**src/pkg/rsw_defines.svh**
```systemverilog
// Offsets, field positions, reset values and timing counts of the reset unit.
// Assumes a 40 MHz system clock and an 8-bit register port.
`ifndef RSW_DEFINES_SVH
`define RSW_DEFINES_SVH

`define RSW_OFF_PRIMARY_MODE_REGISTER      8'h00
`define RSW_OFF_WDOG       8'h01
`define RSW_OFF_SOFT_RESET_REGISTER       8'h02
`define RSW_OFF_INTERRUPT_STATUS_REGISTER       8'h03
`define RSW_OFF_MASK       8'h04
`define RSW_OFF_STAT       8'h05

`define RSW_PRIMARY_MODE_REGISTER_RSS_LSB  0
`define RSW_PRIMARY_MODE_REGISTER_RST      8'h00
`define RSW_WDOG_FIRST     1
`define RSW_WDOG_SECOND    0
`define RSW_INTERRUPT_STATUS_REGISTER_WOV       0
`define RSW_INTERRUPT_STATUS_REGISTER_CIC       1
`define RSW_MASK_RST       2'h0
`define RSW_SOFT_RESET_REGISTER_RST       8'h00

`define RSW_RSS_BASE       2'h0
`define RSW_RSS_OFF        2'h1
`define RSW_RSS_CIC        2'h2
`define RSW_RSS_WDOG       2'h3

`define RSW_CLK_PERIOD_NS  25
`define RSW_CIC_MIN_NS     125000
`define RSW_CIC_MAX_NS     250000
`define RSW_WOV_PULSE_NS   125000
`define RSW_RELEASE_NS     125000
`define RSW_FRAME_US       125
`define RSW_WDOG_PERIOD_US 128000
`define RSW_WDOG_FRAMES    (`RSW_WDOG_PERIOD_US / `RSW_FRAME_US)

`define RSW_PULSE_W        14
`define RSW_DEACT_W        20
`define RSW_WCNT_W         11

`endif

```
**src/pkg/rsw_pkg.sv**
```systemverilog
// Types of the reset source and watchdog unit.
// Counter widths come from rsw_defines.svh.
`include "rsw_defines.svh"

package rsw_pkg;

    typedef struct packed {
        logic [7:0] addr;
        logic [7:0] wdata;
        logic       wr;
        logic       rd;
    } rsw_bus_s;

    typedef struct packed {
        logic [1:0]               ext_sync;
        logic [1:0]               por_sync;
        logic [1:0]               det_sync;
        logic [1:0]               rss;
        logic [5:0]               mode_rest;
        logic                     wdog_on;
        logic [`RSW_WCNT_W-1:0]   wdog_cnt;
        logic                     wtc_armed;
        logic [`RSW_PULSE_W-1:0]  pulse_cnt;
        logic [`RSW_DEACT_W-1:0]  deact_cnt;
        logic [3:0]               ci_prev;
        logic [7:0]               soft_reset_register;
        logic [1:0]               interrupt_status_register;
        logic [1:0]               mask;
        logic [7:0]               rdata;
        logic                     irq;
        logic                     rst_n;
        logic                     rst_oe;
        logic                     dev_rst;
        logic                     mclk_run;
        logic                     lines_idle;
    } rsw_state_s;

endpackage : rsw_pkg

```
**src/design/rsw_reset_unit.sv**
```systemverilog
// Reset source selection, watchdog and software resets of the device.
// Assumes frame_tick_in and ci_code_in come from logic on clk_in; pins pass
// two flip-flops before use.
//
// Behaviour
// Source select 00 passes power-on and external; 10 adds C/I change; 11 adds watchdog.
// Source select 01 turns the reset output off, high impedance.
// An internal reset from C/I change or watchdog restores the mode register default.
// A channel zero C/I change, when selected, gives a 125 to 250 us reset pulse.
// Selecting the watchdog clears its counter and starts it.
// Host writes trigger bits 1-0 then 0-1 within every 128 ms.
// On expiry the overflow flag is set and a 125 us reset pulse is driven.
// Software cannot switch the watchdog off; only a hardware reset or an internal reset does.
// The watchdog advances only on serial bus frame ticks, so it stalls in power down.
// Each soft reset bit holds its block in reset while it reads one.
// The external reset resets the whole device and appears on the reset output.
// Host waits the recovery time after external reset release before any access.
// With supply detect enabled every reset output release is delayed.
// The power-on/undervoltage generator is enabled only by the supply detect pin.
// Serial bus clocks keep running during reset; controller clock does too, except in power-on reset.
// During reset data lines idle high, C/I codes 0000 on both channels.
// Power-on reset stops the controller clock until the release delay starts.
// Only a second trigger write directly after the first restarts the watchdog.
//
// Decided for this implementation: strobed register access and the register addresses.
`timescale 1ns/1ps
`include "rsw_defines.svh"

module rsw_reset_unit #(
    parameter int unsigned CIC_CYCLES     = (`RSW_CIC_MIN_NS + `RSW_CLK_PERIOD_NS - 1) / `RSW_CLK_PERIOD_NS,
    parameter int unsigned WOV_CYCLES     = (`RSW_WOV_PULSE_NS + `RSW_CLK_PERIOD_NS - 1) / `RSW_CLK_PERIOD_NS,
    parameter int unsigned RELEASE_CYCLES = (`RSW_RELEASE_NS + `RSW_CLK_PERIOD_NS - 1) / `RSW_CLK_PERIOD_NS,
    parameter int unsigned WDOG_FRAMES    = `RSW_WDOG_FRAMES
) (
    input  wire logic       clk_in,
    input  wire logic       reset_n_in,
    input  wire logic [7:0] addr_in,
    input  wire logic [7:0] wdata_in,
    input  wire logic       wr_in,
    input  wire logic       rd_in,
    input  wire logic       ext_reset_n_in,
    input  wire logic       power_on_undervoltage_reset_in,
    input  wire logic       supply_detect_enable_n_in,
    input  wire logic       frame_tick_in,
    input  wire logic [3:0] ci_code_in,
    output logic      [7:0] rdata_out,
    output logic            reset_out_n_out,
    output logic            reset_out_oe_out,
    output logic            device_reset_out,
    output logic      [7:0] soft_reset_out,
    output logic            mclk_run_out,
    output logic            clocks_run_out,
    output logic            lines_idle_out,
    output logic            irq_out
);

    localparam logic [`RSW_PULSE_W-1:0] CIC_LOAD = `RSW_PULSE_W'(CIC_CYCLES);
    localparam logic [`RSW_PULSE_W-1:0] WOV_LOAD = `RSW_PULSE_W'(WOV_CYCLES);
    localparam logic [`RSW_DEACT_W-1:0] REL_LOAD = `RSW_DEACT_W'(RELEASE_CYCLES);
    localparam logic [`RSW_WCNT_W-1:0]  WD_LIMIT = `RSW_WCNT_W'(WDOG_FRAMES);

    rsw_pkg::rsw_state_s st_reg;
    rsw_pkg::rsw_state_s st_next;
    rsw_pkg::rsw_bus_s   bus;

    logic hw_rst;
    logic por_rst;
    logic wr_mode;
    logic wr_wdog;
    logic wdog_kick;
    logic wov_event;
    logic cic_event;
    logic raw_rst;

    function automatic logic hit(input logic [7:0] a, input logic [7:0] off);
        hit = (a == off);
    endfunction : hit

    assign bus = '{addr: addr_in, wdata: wdata_in, wr: wr_in, rd: rd_in};

    always_comb
    begin
        st_next = st_reg;
        // First stage feeds only the second stage
        st_next.ext_sync = {st_reg.ext_sync[0], ~ext_reset_n_in};
        st_next.por_sync = {st_reg.por_sync[0], power_on_undervoltage_reset_in};
        st_next.det_sync = {st_reg.det_sync[0], ~supply_detect_enable_n_in};

        por_rst = st_reg.por_sync[1] & st_reg.det_sync[1];
        hw_rst  = st_reg.ext_sync[1] | por_rst;
        wr_mode = bus.wr & hit(bus.addr, `RSW_OFF_PRIMARY_MODE_REGISTER);
        wr_wdog = bus.wr & hit(bus.addr, `RSW_OFF_WDOG);

        // Trigger pair must be first 1-0 then 0-1 on consecutive writes
        wdog_kick = wr_wdog & st_reg.wtc_armed
                  & ~bus.wdata[`RSW_WDOG_FIRST] & bus.wdata[`RSW_WDOG_SECOND];
        if (bus.wr)
        begin
            st_next.wtc_armed = wr_wdog & bus.wdata[`RSW_WDOG_FIRST]
                              & ~bus.wdata[`RSW_WDOG_SECOND];
        end

        // Counter only moves on frame ticks, so it stops with the bus clocks
        wov_event = 1'b0;
        if (st_reg.wdog_on)
        begin
            if (wdog_kick)
            begin
                st_next.wdog_cnt = '0;
            end
            else if (frame_tick_in)
            begin
                if (st_reg.wdog_cnt == WD_LIMIT - `RSW_WCNT_W'(1))
                begin
                    wov_event = 1'b1;
                end
                st_next.wdog_cnt = st_reg.wdog_cnt + `RSW_WCNT_W'(1);
            end
        end

        st_next.ci_prev = ci_code_in;
        cic_event = (st_reg.rss == `RSW_RSS_CIC) && !hw_rst
                  && (ci_code_in != st_reg.ci_prev);

        // Mode register; watchdog selection cannot be undone by software
        if (wr_mode)
        begin
            st_next.mode_rest = bus.wdata[7:2];
            if (!st_reg.wdog_on)
            begin
                st_next.rss = bus.wdata[`RSW_PRIMARY_MODE_REGISTER_RSS_LSB +: 2];
            end
            if (bus.wdata[`RSW_PRIMARY_MODE_REGISTER_RSS_LSB +: 2] == `RSW_RSS_WDOG && !st_reg.wdog_on)
            begin
                st_next.wdog_on  = 1'b1;
                st_next.wdog_cnt = '0;
            end
        end

        // Internal sources fire a pulse and return the mode register to default
        if (wov_event || cic_event)
        begin
            st_next.pulse_cnt = wov_event ? WOV_LOAD : CIC_LOAD;
            st_next.rss       = 2'(`RSW_PRIMARY_MODE_REGISTER_RST >> `RSW_PRIMARY_MODE_REGISTER_RSS_LSB);
            st_next.mode_rest = 6'(`RSW_PRIMARY_MODE_REGISTER_RST >> 2);
            st_next.wdog_on   = 1'b0;
            st_next.wdog_cnt  = '0;
            st_next.wtc_armed = 1'b0;
        end
        else if (st_reg.pulse_cnt != '0)
        begin
            st_next.pulse_cnt = st_reg.pulse_cnt - `RSW_PULSE_W'(1);
        end

        if (bus.wr && hit(bus.addr, `RSW_OFF_SOFT_RESET_REGISTER))
        begin
            st_next.soft_reset_register = bus.wdata;
        end
        if (bus.wr && hit(bus.addr, `RSW_OFF_MASK))
        begin
            st_next.mask = bus.wdata[1:0];
        end

        // Event set wins over a write-one clear in the same cycle
        if (bus.wr && hit(bus.addr, `RSW_OFF_INTERRUPT_STATUS_REGISTER))
        begin
            st_next.interrupt_status_register = st_reg.interrupt_status_register & ~bus.wdata[1:0];
        end
        if (wov_event)
        begin
            st_next.interrupt_status_register[`RSW_INTERRUPT_STATUS_REGISTER_WOV] = 1'b1;
        end
        if (cic_event)
        begin
            st_next.interrupt_status_register[`RSW_INTERRUPT_STATUS_REGISTER_CIC] = 1'b1;
        end

        // Hardware reset wins over everything and disarms the watchdog
        if (hw_rst)
        begin
            st_next.rss       = 2'(`RSW_PRIMARY_MODE_REGISTER_RST >> `RSW_PRIMARY_MODE_REGISTER_RSS_LSB);
            st_next.mode_rest = 6'(`RSW_PRIMARY_MODE_REGISTER_RST >> 2);
            st_next.wdog_on   = 1'b0;
            st_next.wdog_cnt  = '0;
            st_next.wtc_armed = 1'b0;
            st_next.pulse_cnt = '0;
            st_next.soft_reset_register      = `RSW_SOFT_RESET_REGISTER_RST;
            st_next.mask      = `RSW_MASK_RST;
            st_next.interrupt_status_register      = '0;
        end

        // Pulse reaches the pin until its count runs out, whatever the source selection
        raw_rst = hw_rst || (st_next.pulse_cnt != '0);
        if (raw_rst)
        begin
            st_next.deact_cnt = st_reg.det_sync[1] ? REL_LOAD : '0;
        end
        else if (st_reg.deact_cnt != '0)
        begin
            st_next.deact_cnt = st_reg.deact_cnt - `RSW_DEACT_W'(1);
        end

        st_next.rst_n      = !(raw_rst || st_next.deact_cnt != '0);
        st_next.rst_oe     = (st_next.rss != `RSW_RSS_OFF);
        st_next.dev_rst    = hw_rst;
        st_next.mclk_run   = !por_rst;
        st_next.lines_idle = !st_next.rst_n;
        st_next.irq        = |(st_next.interrupt_status_register & ~st_next.mask);

        st_next.rdata = 8'h00;
        if (bus.rd)
        begin
            case (bus.addr)
                `RSW_OFF_PRIMARY_MODE_REGISTER: st_next.rdata = {st_reg.mode_rest, st_reg.rss};
                `RSW_OFF_WDOG:  st_next.rdata = {7'h00, st_reg.wtc_armed};
                `RSW_OFF_SOFT_RESET_REGISTER:  st_next.rdata = st_reg.soft_reset_register;
                `RSW_OFF_INTERRUPT_STATUS_REGISTER:  st_next.rdata = {6'h00, st_reg.interrupt_status_register};
                `RSW_OFF_MASK:  st_next.rdata = {6'h00, st_reg.mask};
                `RSW_OFF_STAT:  st_next.rdata = {4'h0, st_reg.mclk_run, st_reg.dev_rst,
                                                 st_reg.wdog_on, st_reg.rst_n};
                default:        st_next.rdata = 8'h00;
            endcase
        end
    end

    always_ff @(posedge clk_in or negedge reset_n_in)
    begin
        if (!reset_n_in)
        begin
            st_reg            <= '0;
            st_reg.rss        <= 2'(`RSW_PRIMARY_MODE_REGISTER_RST >> `RSW_PRIMARY_MODE_REGISTER_RSS_LSB);
            st_reg.mode_rest  <= 6'(`RSW_PRIMARY_MODE_REGISTER_RST >> 2);
            st_reg.soft_reset_register       <= `RSW_SOFT_RESET_REGISTER_RST;
            st_reg.mask       <= `RSW_MASK_RST;
            st_reg.rst_n      <= 1'b0;
            st_reg.rst_oe     <= 1'b1;
            st_reg.dev_rst    <= 1'b1;
            st_reg.lines_idle <= 1'b1;
        end
        else
        begin
            st_reg <= st_next;
        end
    end

    assign rdata_out        = st_reg.rdata;
    assign reset_out_n_out  = st_reg.rst_n;
    assign reset_out_oe_out = st_reg.rst_oe;
    assign device_reset_out = st_reg.dev_rst;
    assign soft_reset_out   = st_reg.soft_reset_register;
    assign mclk_run_out     = st_reg.mclk_run;
    // Frame clocks never stop for reset; made from the output enable register ORed with its inverse
    assign clocks_run_out   = st_reg.rst_oe | ~st_reg.rst_oe;
    assign lines_idle_out   = st_reg.lines_idle;
    assign irq_out          = st_reg.irq;

endmodule : rsw_reset_unit

```
**config.mk**
```make
export PLATFORM = sky130hd
export DESIGN_NAME = rsw_reset_unit
export DESIGN_NICKNAME = d
export VERILOG_FILES = /design/src/pkg/rsw_pkg.sv /design/src/design/rsw_reset_unit.sv
export VERILOG_INCLUDE_DIRS = /design/src /design/src/pkg
export SDC_FILE = /design/constraint.sdc
export NUM_CORES = 1
export LEC_CHECK = 0
export BUFFER_PORTS_ARGS = -buffer_cell sky130_fd_sc_hd__buf_2
export CAP_MARGIN = 10
export CORE_MARGIN = 2
export CORE_UTILIZATION = 47
export CTS_CLUSTER_SIZE = 25
export DETAILED_ROUTE_END_ITERATION = 7
export PLACE_DENSITY_LB_ADDON = 0.12
export SYNTH_ARGS = -nofsm -noshare
export SYNTH_HDL_FRONTEND = slang
export SYNTH_SLANG_ARGS = --single-unit
```
**constraint.sdc**
```tcl
create_clock -name clk_in -period 3.1 [get_ports clk_in]
set_input_delay 0.155 -clock clk_in [delete_from_list [all_inputs] [get_ports clk_in]]
set_output_delay 0.155 -clock clk_in [all_outputs]
set_load 0.03 [all_outputs]
```
Word level (Yosys, flattened, before mapping) --
Index checks and enable logic that the tools add are counted.
Cells by class: $add $sub $neg 3, $mul 0, divide/modulo/power cells 0, magnitude comparators 0, equal/unequal tests 10, shifts and indexed selects 0, muxes and demuxes 26, bitwise operators 17, reductions and logical operators 24
Operator list (number):
- 20-bit 2-to-1 mux | 3
- 8-bit case mux with 6 select lines | 1
- 20-bit nonzero test | 2
- 35-bit 2-to-1 mux | 1
- 11-bit 2-to-1 mux | 3
- 14-bit 2-to-1 mux | 2
- 14-bit nonzero test | 2
- 12-bit 2-to-1 mux | 2
- 21-bit 2-to-1 mux | 1
- 20-bit by 1-bit subtractor with 20-bit output (second input constant) | 1
- 8-bit by 2-bit equality test with 1-bit output (second input constant) | 2
- 8-bit by 3-bit equality test with 1-bit output (second input constant) | 2
- 8-bit 2-to-1 mux | 2
- 14-bit by 1-bit subtractor with 14-bit output (second input constant) | 1
- 13-bit 2-to-1 mux | 1
- 11-bit by 1-bit adder with 11-bit output (second input constant) | 1
- 11-bit by 10-bit equality test with 1-bit output (second input constant) | 1
- 3-bit nonzero test | 3
- 1-bit AND | 8
- 8-bit by 1-bit equality test with 1-bit output (second input constant) | 1
- 8-bit logical NOT | 1
- 1-bit 2-to-1 mux | 7
- 1-bit logical AND | 6
- 2-bit 2-to-1 mux | 3
- other kinds (12) | 23
Word-level totals: register bits 91, latch bits 0, memory bits (writable) 0, memory bits (read-only) 0, input bits 28, output and inout bits 23, logic and storage cells 101, memories 0

Longest topological paths before layout --
Gate-level depths: netlist of run 1.
depth after elaboration 17, gate-level depth with buffers 10, mapped depth without buffers 9

Least setup slack after synthesis of run 1 --
Ideal clock, no wire load.
kind register to register, start point register st_reg[50] in the netlist's numbering, end point register st_reg (netlist bit lines_idle_out), library setup time 0.094 ns, arrival time 2.676 ns, required time 3.006 ns, setup slack 0.330 ns, stages on the path, launching flop included 10, buffers on the path 0, clock period less this slack 2.770 ns, path through dfrtp_1 inv_1 ha_1 nor4b_4 nand3_1 mux2_4 a211oi_2 o21ai_1 or4_4 or4_1
RTL lines:
- start, declared | RTL line rsw_reset_unit.sv:62 | rsw_pkg::rsw_state_s st_reg;
- start signal, assigned | RTL line rsw_reset_unit.sv:242 | st_reg <= st_next;

==> flow_metrics.py, run 1 <==
metrics = {
    "logic_synthesis": {
        "synth_top_area_share_pct": 47.0,
        "syn_inst": 493,
        "synth-async-reset-ratio_pct": 100,
        "synth.yosys.seq_area_share_pct": 48.7,
        "ys_ff_latch": 91,
        "avgSynthCellArea_um2": 9.50,
        "synth.distinct_cells": 60,
        "syn_nets": 525,
        "synth-edff-count": 0,
        "yosysWarnings": 0,
        "yosys.area.top_type": "dfrtp_1",
        "synth_area_leaders": "dfrtp_1 47%, nor2_1 5.1%, nand2_1 4.8%",
        "syn_area_um2": 4690,
        "ys.flop_type": "dfrtp_1",
    },
    "placed_design": {
        "io_buffer_count": 49,
        "dp.final_hpwl_mm": 7.14,
        "dp_slack_ns": 0.0910,
        "gp_congestion": 0.872,
    },
    "global_routing": {
        "grtUsageTotal_pct": 19.2,
        "grt_max_degree": 40,
        "grt_pass1_vias": 3420,
        "antenna_found_initial": 0,
        "grt_pass1_wl_mm": 16.8,
        "grt_overflow": 0,
    },
    "route": {
        "wl_per_cell_um": 15.0,
        "drt_iter0_markers": 151,
        "routed_wl_mm": 10.4,
        "vias_per_cell": 5.37,
        "drc": 0,
        "firstDrtPassIters": 5,
        "ant_nets": 0,
        "vias": 3699,
    },
    "timing": {
        "finalWorstSetupSlack_ns": 0.171,
        "timing.setup.tns_ns": 0,
        "maxSlewViolCount": 0,
        "skew_ns": 0.00681,
        "finalSetupViolCount": 0,
        "fin_crit_ns": 2.93,
        "rsz0062_at_grt": "false",
        "max_slew_margin_pct": 54.5,
        "final_hold_viol_count": 0,
        "tightestPinTransition_ns": 0.677,
        "fin_crit_sh_pct": 94.5,
        "max_freq_mhz": 341,
        "hold_ws_ns": 0.0239,
    },
    "final_layout": {
        "largest_reg_flops": 66,
        "multi_input_area_um2": 2190,
        "fin_nets": 583,
        "drive_gt1_share_pct": 19.6,
        "fillers": 906,
        "area_delta_synth_final_pct": 16.0,
        "ff_latch_area_um2": 2280,
        "diodes": 0,
    },
    "clocking": {
        "clock_sinks": 91,
        "cts_root_buf": "clkbuf_8",
        "cts_buffers": 9,
        "clk_pin_slew_worst_paths_ns": 0.09,
        "htree_levels": 3,
        "ctsLongestPathBuffers": 2,
        "cts_tree": "built",
        "clk_latency_ns": 0.37,
    },
    "worst_setup_path": {
        "worst_setup_path_start_kind": "register",
        "cpPeakStageDelay_ns": 0.48,
        "crit_type": "reg -> reg",
        "crit_path_end_kind": "register",
        "slowest_stage": "or4_4",
        "r2r-start": "st_reg[50]",
        "reg2regPathDepth": 10,
        "critPathLaunch": "st_reg[50]",
        "crit_arrival_ns": 3.19,
        "path_cells": "inv_2 -> ha_4 -> nor4b_4 -> nand3_1 -> mux2_4 -> a211oi_2 -> o21ai_1 -> or4_4 -> buf_12 -> mux2_2",
        "critical_path.max_fanout": 11,
        "crit_path_end": "st_reg[37]",
        "crit_required_ns": 3.36,
        "r2r_end": "st_reg[37]",
        "regToRegSetupSlack_ns": 0.17,
    },
    "floorplanning": {
        "core-area_um2": 9730,
        "num_rows": 36,
        "io-pin-count": 51,
        "die_w_um": 104,
        "start_util_pct": 48.2,
        "dieArea_um2": 10800,
        "fp.dieH_um": 104,
    },
    "run_status": {
        "status": "completed",
    },
    "run": {
        "cap_violations": 0,
    },
    "min_path": {
        "hold_path.class": "in -> reg",
    },
    "power": {
        "powerDensity_nw_per_um2": 701,
        "peakVddDrop_v": 0.000269,
        "p_leak_nw": 2.44,
    },
}
cell families after synthesis:
kind of cell	after synthesis	synth area share [%]
compound gates	69	9.00
fa+ha+maj	4	1.07
flops	91	48.7
other cells	1	0.0800
simple gates	229	25.2
mux	22	4.94
xor+xnor	33	6.17
buf+inv	44	4.91
per-layer routing:
| metal | track usage, % | routed length, µm | vias to the layer above | part of all wire, % |
|---|---|---|---|---|
| met4 | 8.98 | 219 | 0 | 2.1 |
| met1 | 27.5 | 5050 | 1760 | 49 |
| li1 | - | - | 1813 | - |
| met2 | 28.7 | 4670 | 109 | 45 |
| met5 | 0 | 0 | - | 0 |
| met3 | 3.01 | 426 | 17 | 4.1 |
cell type report:
cell class | count | share of cell area (%)
Sequential cell | 91 | 41.9
Clock inverter | 6 | 1.75
Clock buffer | 10 | 2.53
Timing Repair Buffer | 76 | 9.34
Multi-Input combinational cell | 358 | 40.3
Tap cell | 133 | 3.06
Inverter | 15 | 1.04
power breakdown:
group	total [mW]	switching, mW	internal, mW
clock network	0.930	0.445	0.485
logic	1.47	0.818	0.651
registers	1.41	0.129	1.29
total	3.81	1.39	2.42
Yosys cell counts, drive strengths merged, types with 2 or more instances:
master,number
nor4bb,2
o2111ai,2
or4,2
o21bai,2
and4,2
nand2b,2
clkbuf,11
nand2,60
dfrtp,88
nor2,64
nand3,13
ha,4
or3,6
o31ai,2
a211oi,4
a31o,2
and2,4
dfstp,3
a22oi,3
buf,18
nor3,21
a21oi,33
nand3b,3
mux2i,16
nor4b,6
and3,5
nor4,9
mux2,6
xnor2,16
nor3b,5
a31oi,7
nor2b,5
inv,15
nand4,8
or2,8
xor2,17
o21ai,7
metrics by stage:
stage	instance area (µm²)	utilization, %	total power [mW]	cells
CTS	5360	55.1	3.72	685
global route	5440	55.9	4.07	689
global placement	5020	51.6	2.74	658
finish	5440	55.9	3.81	689
floorplan	4690	-	2.42	493
detailed placement	5020	51.6	2.75	658
how the worst min path moves through the flow:
stage / from / end / slack [ns] / depth (start not counted)
finish: wdata_in[4] / soft_reset_out[4] / 0.02 / 3
global route: wdata_in[4] / soft_reset_out[4] / 0.03 / 3
CTS: wdata_in[4] / soft_reset_out[4] / 0.002 / 3
detailed placement: reset_n_in / rdata_out[7] / 0.15 / 1
global placement: reset_n_in / rdata_out[7] / 0.15 / 1
floorplan: reset_n_in / irq_out / -0.14 / 0
critical path, delay by kind of cell (launching register included):
kind                     cells  cell delay (ns)
AND/OR/NAND/NOR              3             1.05
buffers and inverters        2             0.28
multiplexers                 2             0.59
AO/OA/AOI/OAI                2             0.32
flip-flops                   1             0.43
adder cells (fa/ha/maj)      1             0.14
timing repair:
item / 4_1_cts / 5_1_grt
resized for setup: 0 / 8
endpoints found under the hold margin: 46 / 0
hold buffers: 11 / 0
endpoints found under the setup margin: 0 / 6
setup buffers: 0 / 3
cell usage in the layout, fill, tap and decap left out, types with 3 or more instances in the layout:
cell	n
a211oi_1	3
dlygate4sd3_1	11
ha_1	3
dfrtp_1	88
mux2_2	5
nand4_1	7
o21ai_0	6
buf_4	15
nor4_1	7
and3_1	5
nand3_1	13
nor2b_1	5
xor2_1	17
inv_1	13
and2_1	3
or3_1	6
xnor2_1	16
or2_2	7
clkbuf_8	10
dfstp_2	3
nor3_1	20
buf_2	48
nor2_1	64
nor4b_1	5
nand3b_1	3
a21oi_1	33
a22oi_1	3
nand2_1	60
nor3b_1	5
a31oi_1	7
mux2i_1	16
Power figures use the tool's default switching activity.
==> run 2: changes to the inputs <==
--- a/config.mk
+++ b/config.mk
@@ -12,7 +12,7 @@
 export CORE_UTILIZATION = 47
 export CTS_CLUSTER_SIZE = 25
 export DETAILED_ROUTE_END_ITERATION = 7
-export PLACE_DENSITY_LB_ADDON = 0.12
+export PLACE_DENSITY = 0.71
 export SYNTH_ARGS = -nofsm -noshare
 export SYNTH_HDL_FRONTEND = slang
 export SYNTH_SLANG_ARGS = --single-unit
==> constraint.sdc (replaced) <==
create_clock -name clk_in -period 3.1 [get_ports clk_in]
set_input_delay 0.155 -clock clk_in [delete_from_list [all_inputs] [get_ports clk_in]]
set_output_delay 0.155 -clock clk_in [all_outputs]
set_load 0.01 [all_outputs]
==> flow_metrics.py, run 2 (same netlist as run 1, synthesis figures left out) <==
metrics = {
    "run_status": {
        "status": "completed",
    },
    "global_routing": {
        "grt_max_degree": 35,
        "antenna_found_initial": 0,
        "grt_pass1_vias": 3592,
        "grt_pass1_wl_mm": 17.0,
        "grtUsageTotal_pct": 19.2,
        "grt_overflow": 0,
    },
    "clocking": {
        "clk_pin_slew_worst_paths_ns": 0.10,
        "clock_sinks": 91,
        "cts_root_buf": "clkbuf_8",
        "ctsLongestPathBuffers": 2,
        "clk_latency_ns": 0.37,
        "cts_tree": "built",
        "cts_buffers": 9,
        "htree_levels": 3,
    },
    "route": {
        "ant_nets": 0,
        "wl_per_cell_um": 14.6,
        "firstDrtPassIters": 6,
        "routed_wl_mm": 9.99,
        "vias_per_cell": 5.44,
        "drc": 0,
        "drt_iter0_markers": 233,
        "vias": 3713,
    },
    "timing": {
        "final_hold_viol_count": 0,
        "max_freq_mhz": 333,
        "maxSlewViolCount": 0,
        "fin_crit_ns": 3.00,
        "max_slew_margin_pct": 57.0,
        "finalSetupViolCount": 0,
        "fin_crit_sh_pct": 96.7,
        "finalWorstSetupSlack_ns": 0.101,
        "timing.setup.tns_ns": 0,
        "tightestPinTransition_ns": 0.638,
        "skew_ns": 0.0133,
    },
    "power": {
        "finalPower_mw": 3.55,
        "peakVddDrop_v": 0.000285,
        "powerDensity_nw_per_um2": 670,
        "p_leak_nw": 2.37,
    },
    "worst_setup_path": {
        "critPathLaunch": "st_reg[50]",
        "critical_path.max_fanout": 8,
        "worst_setup_path_start_kind": "register",
        "r2r-start": "st_reg[50]",
        "crit_path_end_kind": "register",
        "crit_type": "reg -> reg",
        "crit_required_ns": 3.39,
        "crit_arrival_ns": 3.28,
    },
    "floorplanning": {
        "fp.dieH_um": 104,
        "io-pin-count": 51,
        "start_util_pct": 48.2,
        "die_w_um": 104,
        "dieArea_um2": 10800,
        "core-area_um2": 9730,
        "num_rows": 36,
    },
    "final_layout": {
        "multi_input_area_um2": 2180,
        "mostFrequentLayoutCells": "88 x dfrtp_1, 64 x nor2_1, 60 x nand2_1",
        "drive_gt1_share_pct": 19.1,
        "mostFrequentLayoutCell": "dfrtp_1",
        "fillers": 894,
        "finalCoreUtilization_pct": 54.4,
        "diodes": 0,
        "area_delta_synth_final_pct": 13.0,
        "fin_nets": 577,
        "ff_latch_area_um2": 2280,
        "largest_reg_flops": 66,
    },
    "placed_design": {
        "dp_slack_ns": 0.0873,
        "dp.final_hpwl_mm": 7.23,
        "io_buffer_count": 49,
        "gp_congestion": 0.925,
    },
    "min_path": {
        "hold_path.class": "in -> reg",
        "hp-start": "wdata_in[4]",
    },
    "run": {
        "cap_violations": 0,
    },
}
run 2: layout make-up:
cell class / count / area share [%]
well taps: 133 / 3.14
multi-input cells: 358 / 41.2
clock inverters: 7 / 1.11
clock buffers: 9 / 2.34
inverters: 15 / 1.06
flip-flops and latches: 91 / 43.1
repair buffers: 70 / 8.10
run 2: where the power goes:
group	internal (mW)	total [mW]	switching, mW
sequential	1.29	1.42	0.129
clock	0.305	0.760	0.454
combinational	0.597	1.37	0.774
total	2.19	3.55	1.36
run 2: worst paths after layout:
check                                   end  slack (ns)  cells past startpoint
min                              st_reg[79]        0.02                      3
max reg2reg                  lines_idle_out        0.10                      9
max in group asynchronous  reset_out_oe_out        2.07                      3
min reg2reg                      st_reg[88]        0.36                      0
min in group asynchronous      rdata_out[4]        0.25                      2
max                          lines_idle_out        0.10                      9
run 2: worst max-delay path, stage by stage, from the launching register on:
cell     delay [ns]
dfrtp_1        0.43
inv_2          0.08
ha_2           0.19
nor4b_4        0.40
and4b_1        0.29
nor4b_1        0.07
xnor2_1        0.24
a31oi_1        0.12
or4_4          0.56
or4_1          0.54
run 2: layer usage:
layer | global-route usage (%) | share of wire [%]
met5 | 0 | 0
met4 | 6.47 | 1.4
met3 | 3.57 | 3.8
met2 | 30.7 | 48
met1 | 26.4 | 47
run 2: per-stage QoR:
| stage | instance area, µm² | std cells | hold WS [ns] |
|---|---|---|---|
| finish | 5300 | 683 | 0.0176 |
| global route | 5300 | 683 | 0.0145 |
| CTS | 5280 | 682 | 0.00784 |
| detailed placement | 5020 | 658 | 0.125 |
| global placement | 5020 | 658 | 0.128 |
| floorplan | 4690 | 493 | -0.141 |
run 2: what timing repair did:
item	in CTS	in global routing
resized for setup	0	4
endpoints found under the setup margin	0	3
endpoints found under the hold margin	38	0
setup buffers	0	1
hold buffers	8	0
==> run 3: changes to the inputs <==
--- a/config.mk
+++ b/config.mk
@@ -8,11 +8,14 @@
 export LEC_CHECK = 0
 export BUFFER_PORTS_ARGS = -buffer_cell sky130_fd_sc_hd__buf_2
 export CAP_MARGIN = 10
+export CELL_PAD_IN_SITES_DETAIL_PLACEMENT = 1
+export CELL_PAD_IN_SITES_GLOBAL_PLACEMENT = 1
 export CORE_MARGIN = 2
-export CORE_UTILIZATION = 47
+export CORE_UTILIZATION = 45
 export CTS_CLUSTER_SIZE = 25
 export DETAILED_ROUTE_END_ITERATION = 7
-export PLACE_DENSITY = 0.71
+export PLACE_DENSITY = 0.84
+export REMOVE_ABC_BUFFERS = 1
 export SYNTH_ARGS = -nofsm -noshare
 export SYNTH_HDL_FRONTEND = slang
 export SYNTH_SLANG_ARGS = --single-unit
==> flow_metrics.py, run 3 (same netlist as run 1, synthesis figures left out) <==
metrics = {
    "route": {
        "wl_per_cell_um": 18.2,
        "ant_nets": 0,
        "drc": 0,
        "drt_iter0_markers": 176,
        "vias": 3847,
        "vias_per_cell": 5.58,
        "firstDrtPassIters": 4,
        "routed_wl_mm": 12.6,
    },
    "power": {
        "powerDensity_nw_per_um2": 701,
        "p_leak_nw": 2.39,
        "peakVddDrop_v": 0.000353,
        "finalPower_mw": 3.75,
    },
    "worst_setup_path": {
        "worst_setup_path_start_kind": "register",
        "crit_required_ns": 3.39,
        "crit_path_end_kind": "register",
        "crit_type": "reg -> reg",
        "crit_arrival_ns": 3.28,
        "critical_path.max_fanout": 6,
    },
    "final_layout": {
        "finalCoreUtilization_pct": 52.3,
        "largest_reg_flops": 66,
        "fin_area_um2": 5350,
        "area_delta_synth_final_pct": 14.3,
        "drive_gt1_share_pct": 19.5,
        "fillers": 1188,
        "diodes": 0,
        "mostFrequentLayoutCells": "88 x dfrtp_1, 64 x nor2_1, 60 x nand2_1",
        "fin_nets": 582,
        "mostFrequentLayoutCell": "dfrtp_1",
    },
    "global_routing": {
        "grt_pass1_vias": 4110,
        "grt_pass1_wl_mm": 20.9,
        "grt_overflow": 0,
        "grt_max_degree": 47,
        "antenna_found_initial": 0,
        "grtUsageTotal_pct": 23.7,
    },
    "clocking": {
        "htree_levels": 3,
        "cts_root_buf": "clkbuf_8",
        "clk_latency_ns": 0.38,
        "clock_sinks": 91,
        "ctsLongestPathBuffers": 2,
        "cts_tree": "built",
        "cts_buffers": 9,
        "clk_pin_slew_worst_paths_ns": 0.09,
    },
    "run": {
        "cap_violations": 0,
    },
    "timing": {
        "fin_crit_ns": 2.98,
        "max_slew_margin_pct": 52.8,
        "finalWorstSetupSlack_ns": 0.115,
        "maxSlewViolCount": 0,
        "max_freq_mhz": 335,
        "final_hold_viol_count": 0,
        "skew_ns": 0.0136,
        "tightestPinTransition_ns": 0.701,
        "fin_crit_sh_pct": 96.3,
        "finalSetupViolCount": 0,
    },
    "placed_design": {
        "dp_slack_ns": 0.0774,
        "place_area_um2": 5030,
        "dp.final_hpwl_mm": 8.54,
        "io_buffer_count": 49,
        "gp_congestion": 0.882,
    },
    "floorplanning": {
        "core-area_um2": 10200,
        "io-pin-count": 51,
        "dieArea_um2": 11200,
        "start_util_pct": 45.8,
        "die_w_um": 106,
        "num_rows": 37,
        "fp.dieH_um": 106,
    },
    "run_status": {
        "status": "completed",
    },
    "min_path": {
        "hold_path.class": "in -> reg",
    },
}
## run 3: cell types whose count changed in the layout (fill, tap and decap cells not counted), moves of 2 or more
| cell | delta |
|---|---|
| inv_6 | -3 |
| clkbuf_1 | +2 |
| nor4_1 | -2 |
| nor4_2 | +2 |
| clkinvlp_4 | +2 |
| buf_4 | +5 |
## run 3: where the power goes
| part | leakage (nW) | internal [mW] | switching [mW] |
|---|---|---|---|
| sequential | 1.22 | 1.29 | 0.138 |
| clock | 0.0816 | 0.369 | 0.426 |
| combinational | 1.10 | 0.647 | 0.886 |
## run 3: critical path: stages (launching register included)
cell and delay, ns:
dfrtp_1 0.42, inv_1 0.06, ha_2 0.19, nor4b_4 0.13, buf_4 0.16, and4b_1 0.23, nor4b_2 0.31, xnor2_1 0.18
a31oi_1 0.13, or4_4 0.56, or4_1 0.54
## run 3: what timing repair did
action,in CTS,in global routing
cloned,0,0
pin swaps,0,3
endpoints found under the hold margin,49,0
buffers inserted,1,4
gates resized for setup,0,5
hold buffers,8,0
setup endpoints to repair,1,14
## run 3: final cells by class
class                   instances  area, µm²  share of cell area, %
flip-flops and latches         91       2280                   42.6
multi-input cells             358       2200                   41.0
repair buffers                 75        467                   8.72
well taps                     136        170                   3.18
clock buffers                  11        131                   2.45
inverters                      15       56.3                   1.05
clock inverters                 4       52.6                  0.982
## run 3: layer usage
layer  global-route usage [%]  up-vias  routed length (µm)
li1                         -     1817                   -
met1                     30.6     1940                5710
met2                     40.3       73                6220
met3                     3.13       17                 353
met4                     9.49        0                 280
met5                        0        -                   0
## run 3: path summary, 6_finish.rpt
path                                   from                end  slack, ns  depth (start not counted)
worst max-delay path             st_reg[51]     lines_idle_out       0.12                         10
worst min-delay path            wdata_in[4]  soft_reset_out[4]       0.02                          3
worst max register to register   st_reg[51]     lines_idle_out       0.12                         10
worst min register to register  st_next[90]         st_reg[90]       0.37                          0
max in group asynchronous        reset_n_in   device_reset_out       1.95                          3
min in group asynchronous        reset_n_in       rdata_out[6]       0.33                          2
## run 3: per-stage QoR
stage          TNS [ns]  hold WS, ns  std cells
2_1_floorplan         0       -0.141        464
3_3_place_gp          0        0.188        662
3_5_place_dp          0        0.203        662
4_1_cts               0      0.00705        686
5_1_grt         -0.0106       0.0268        690
6_report              0       0.0245        690
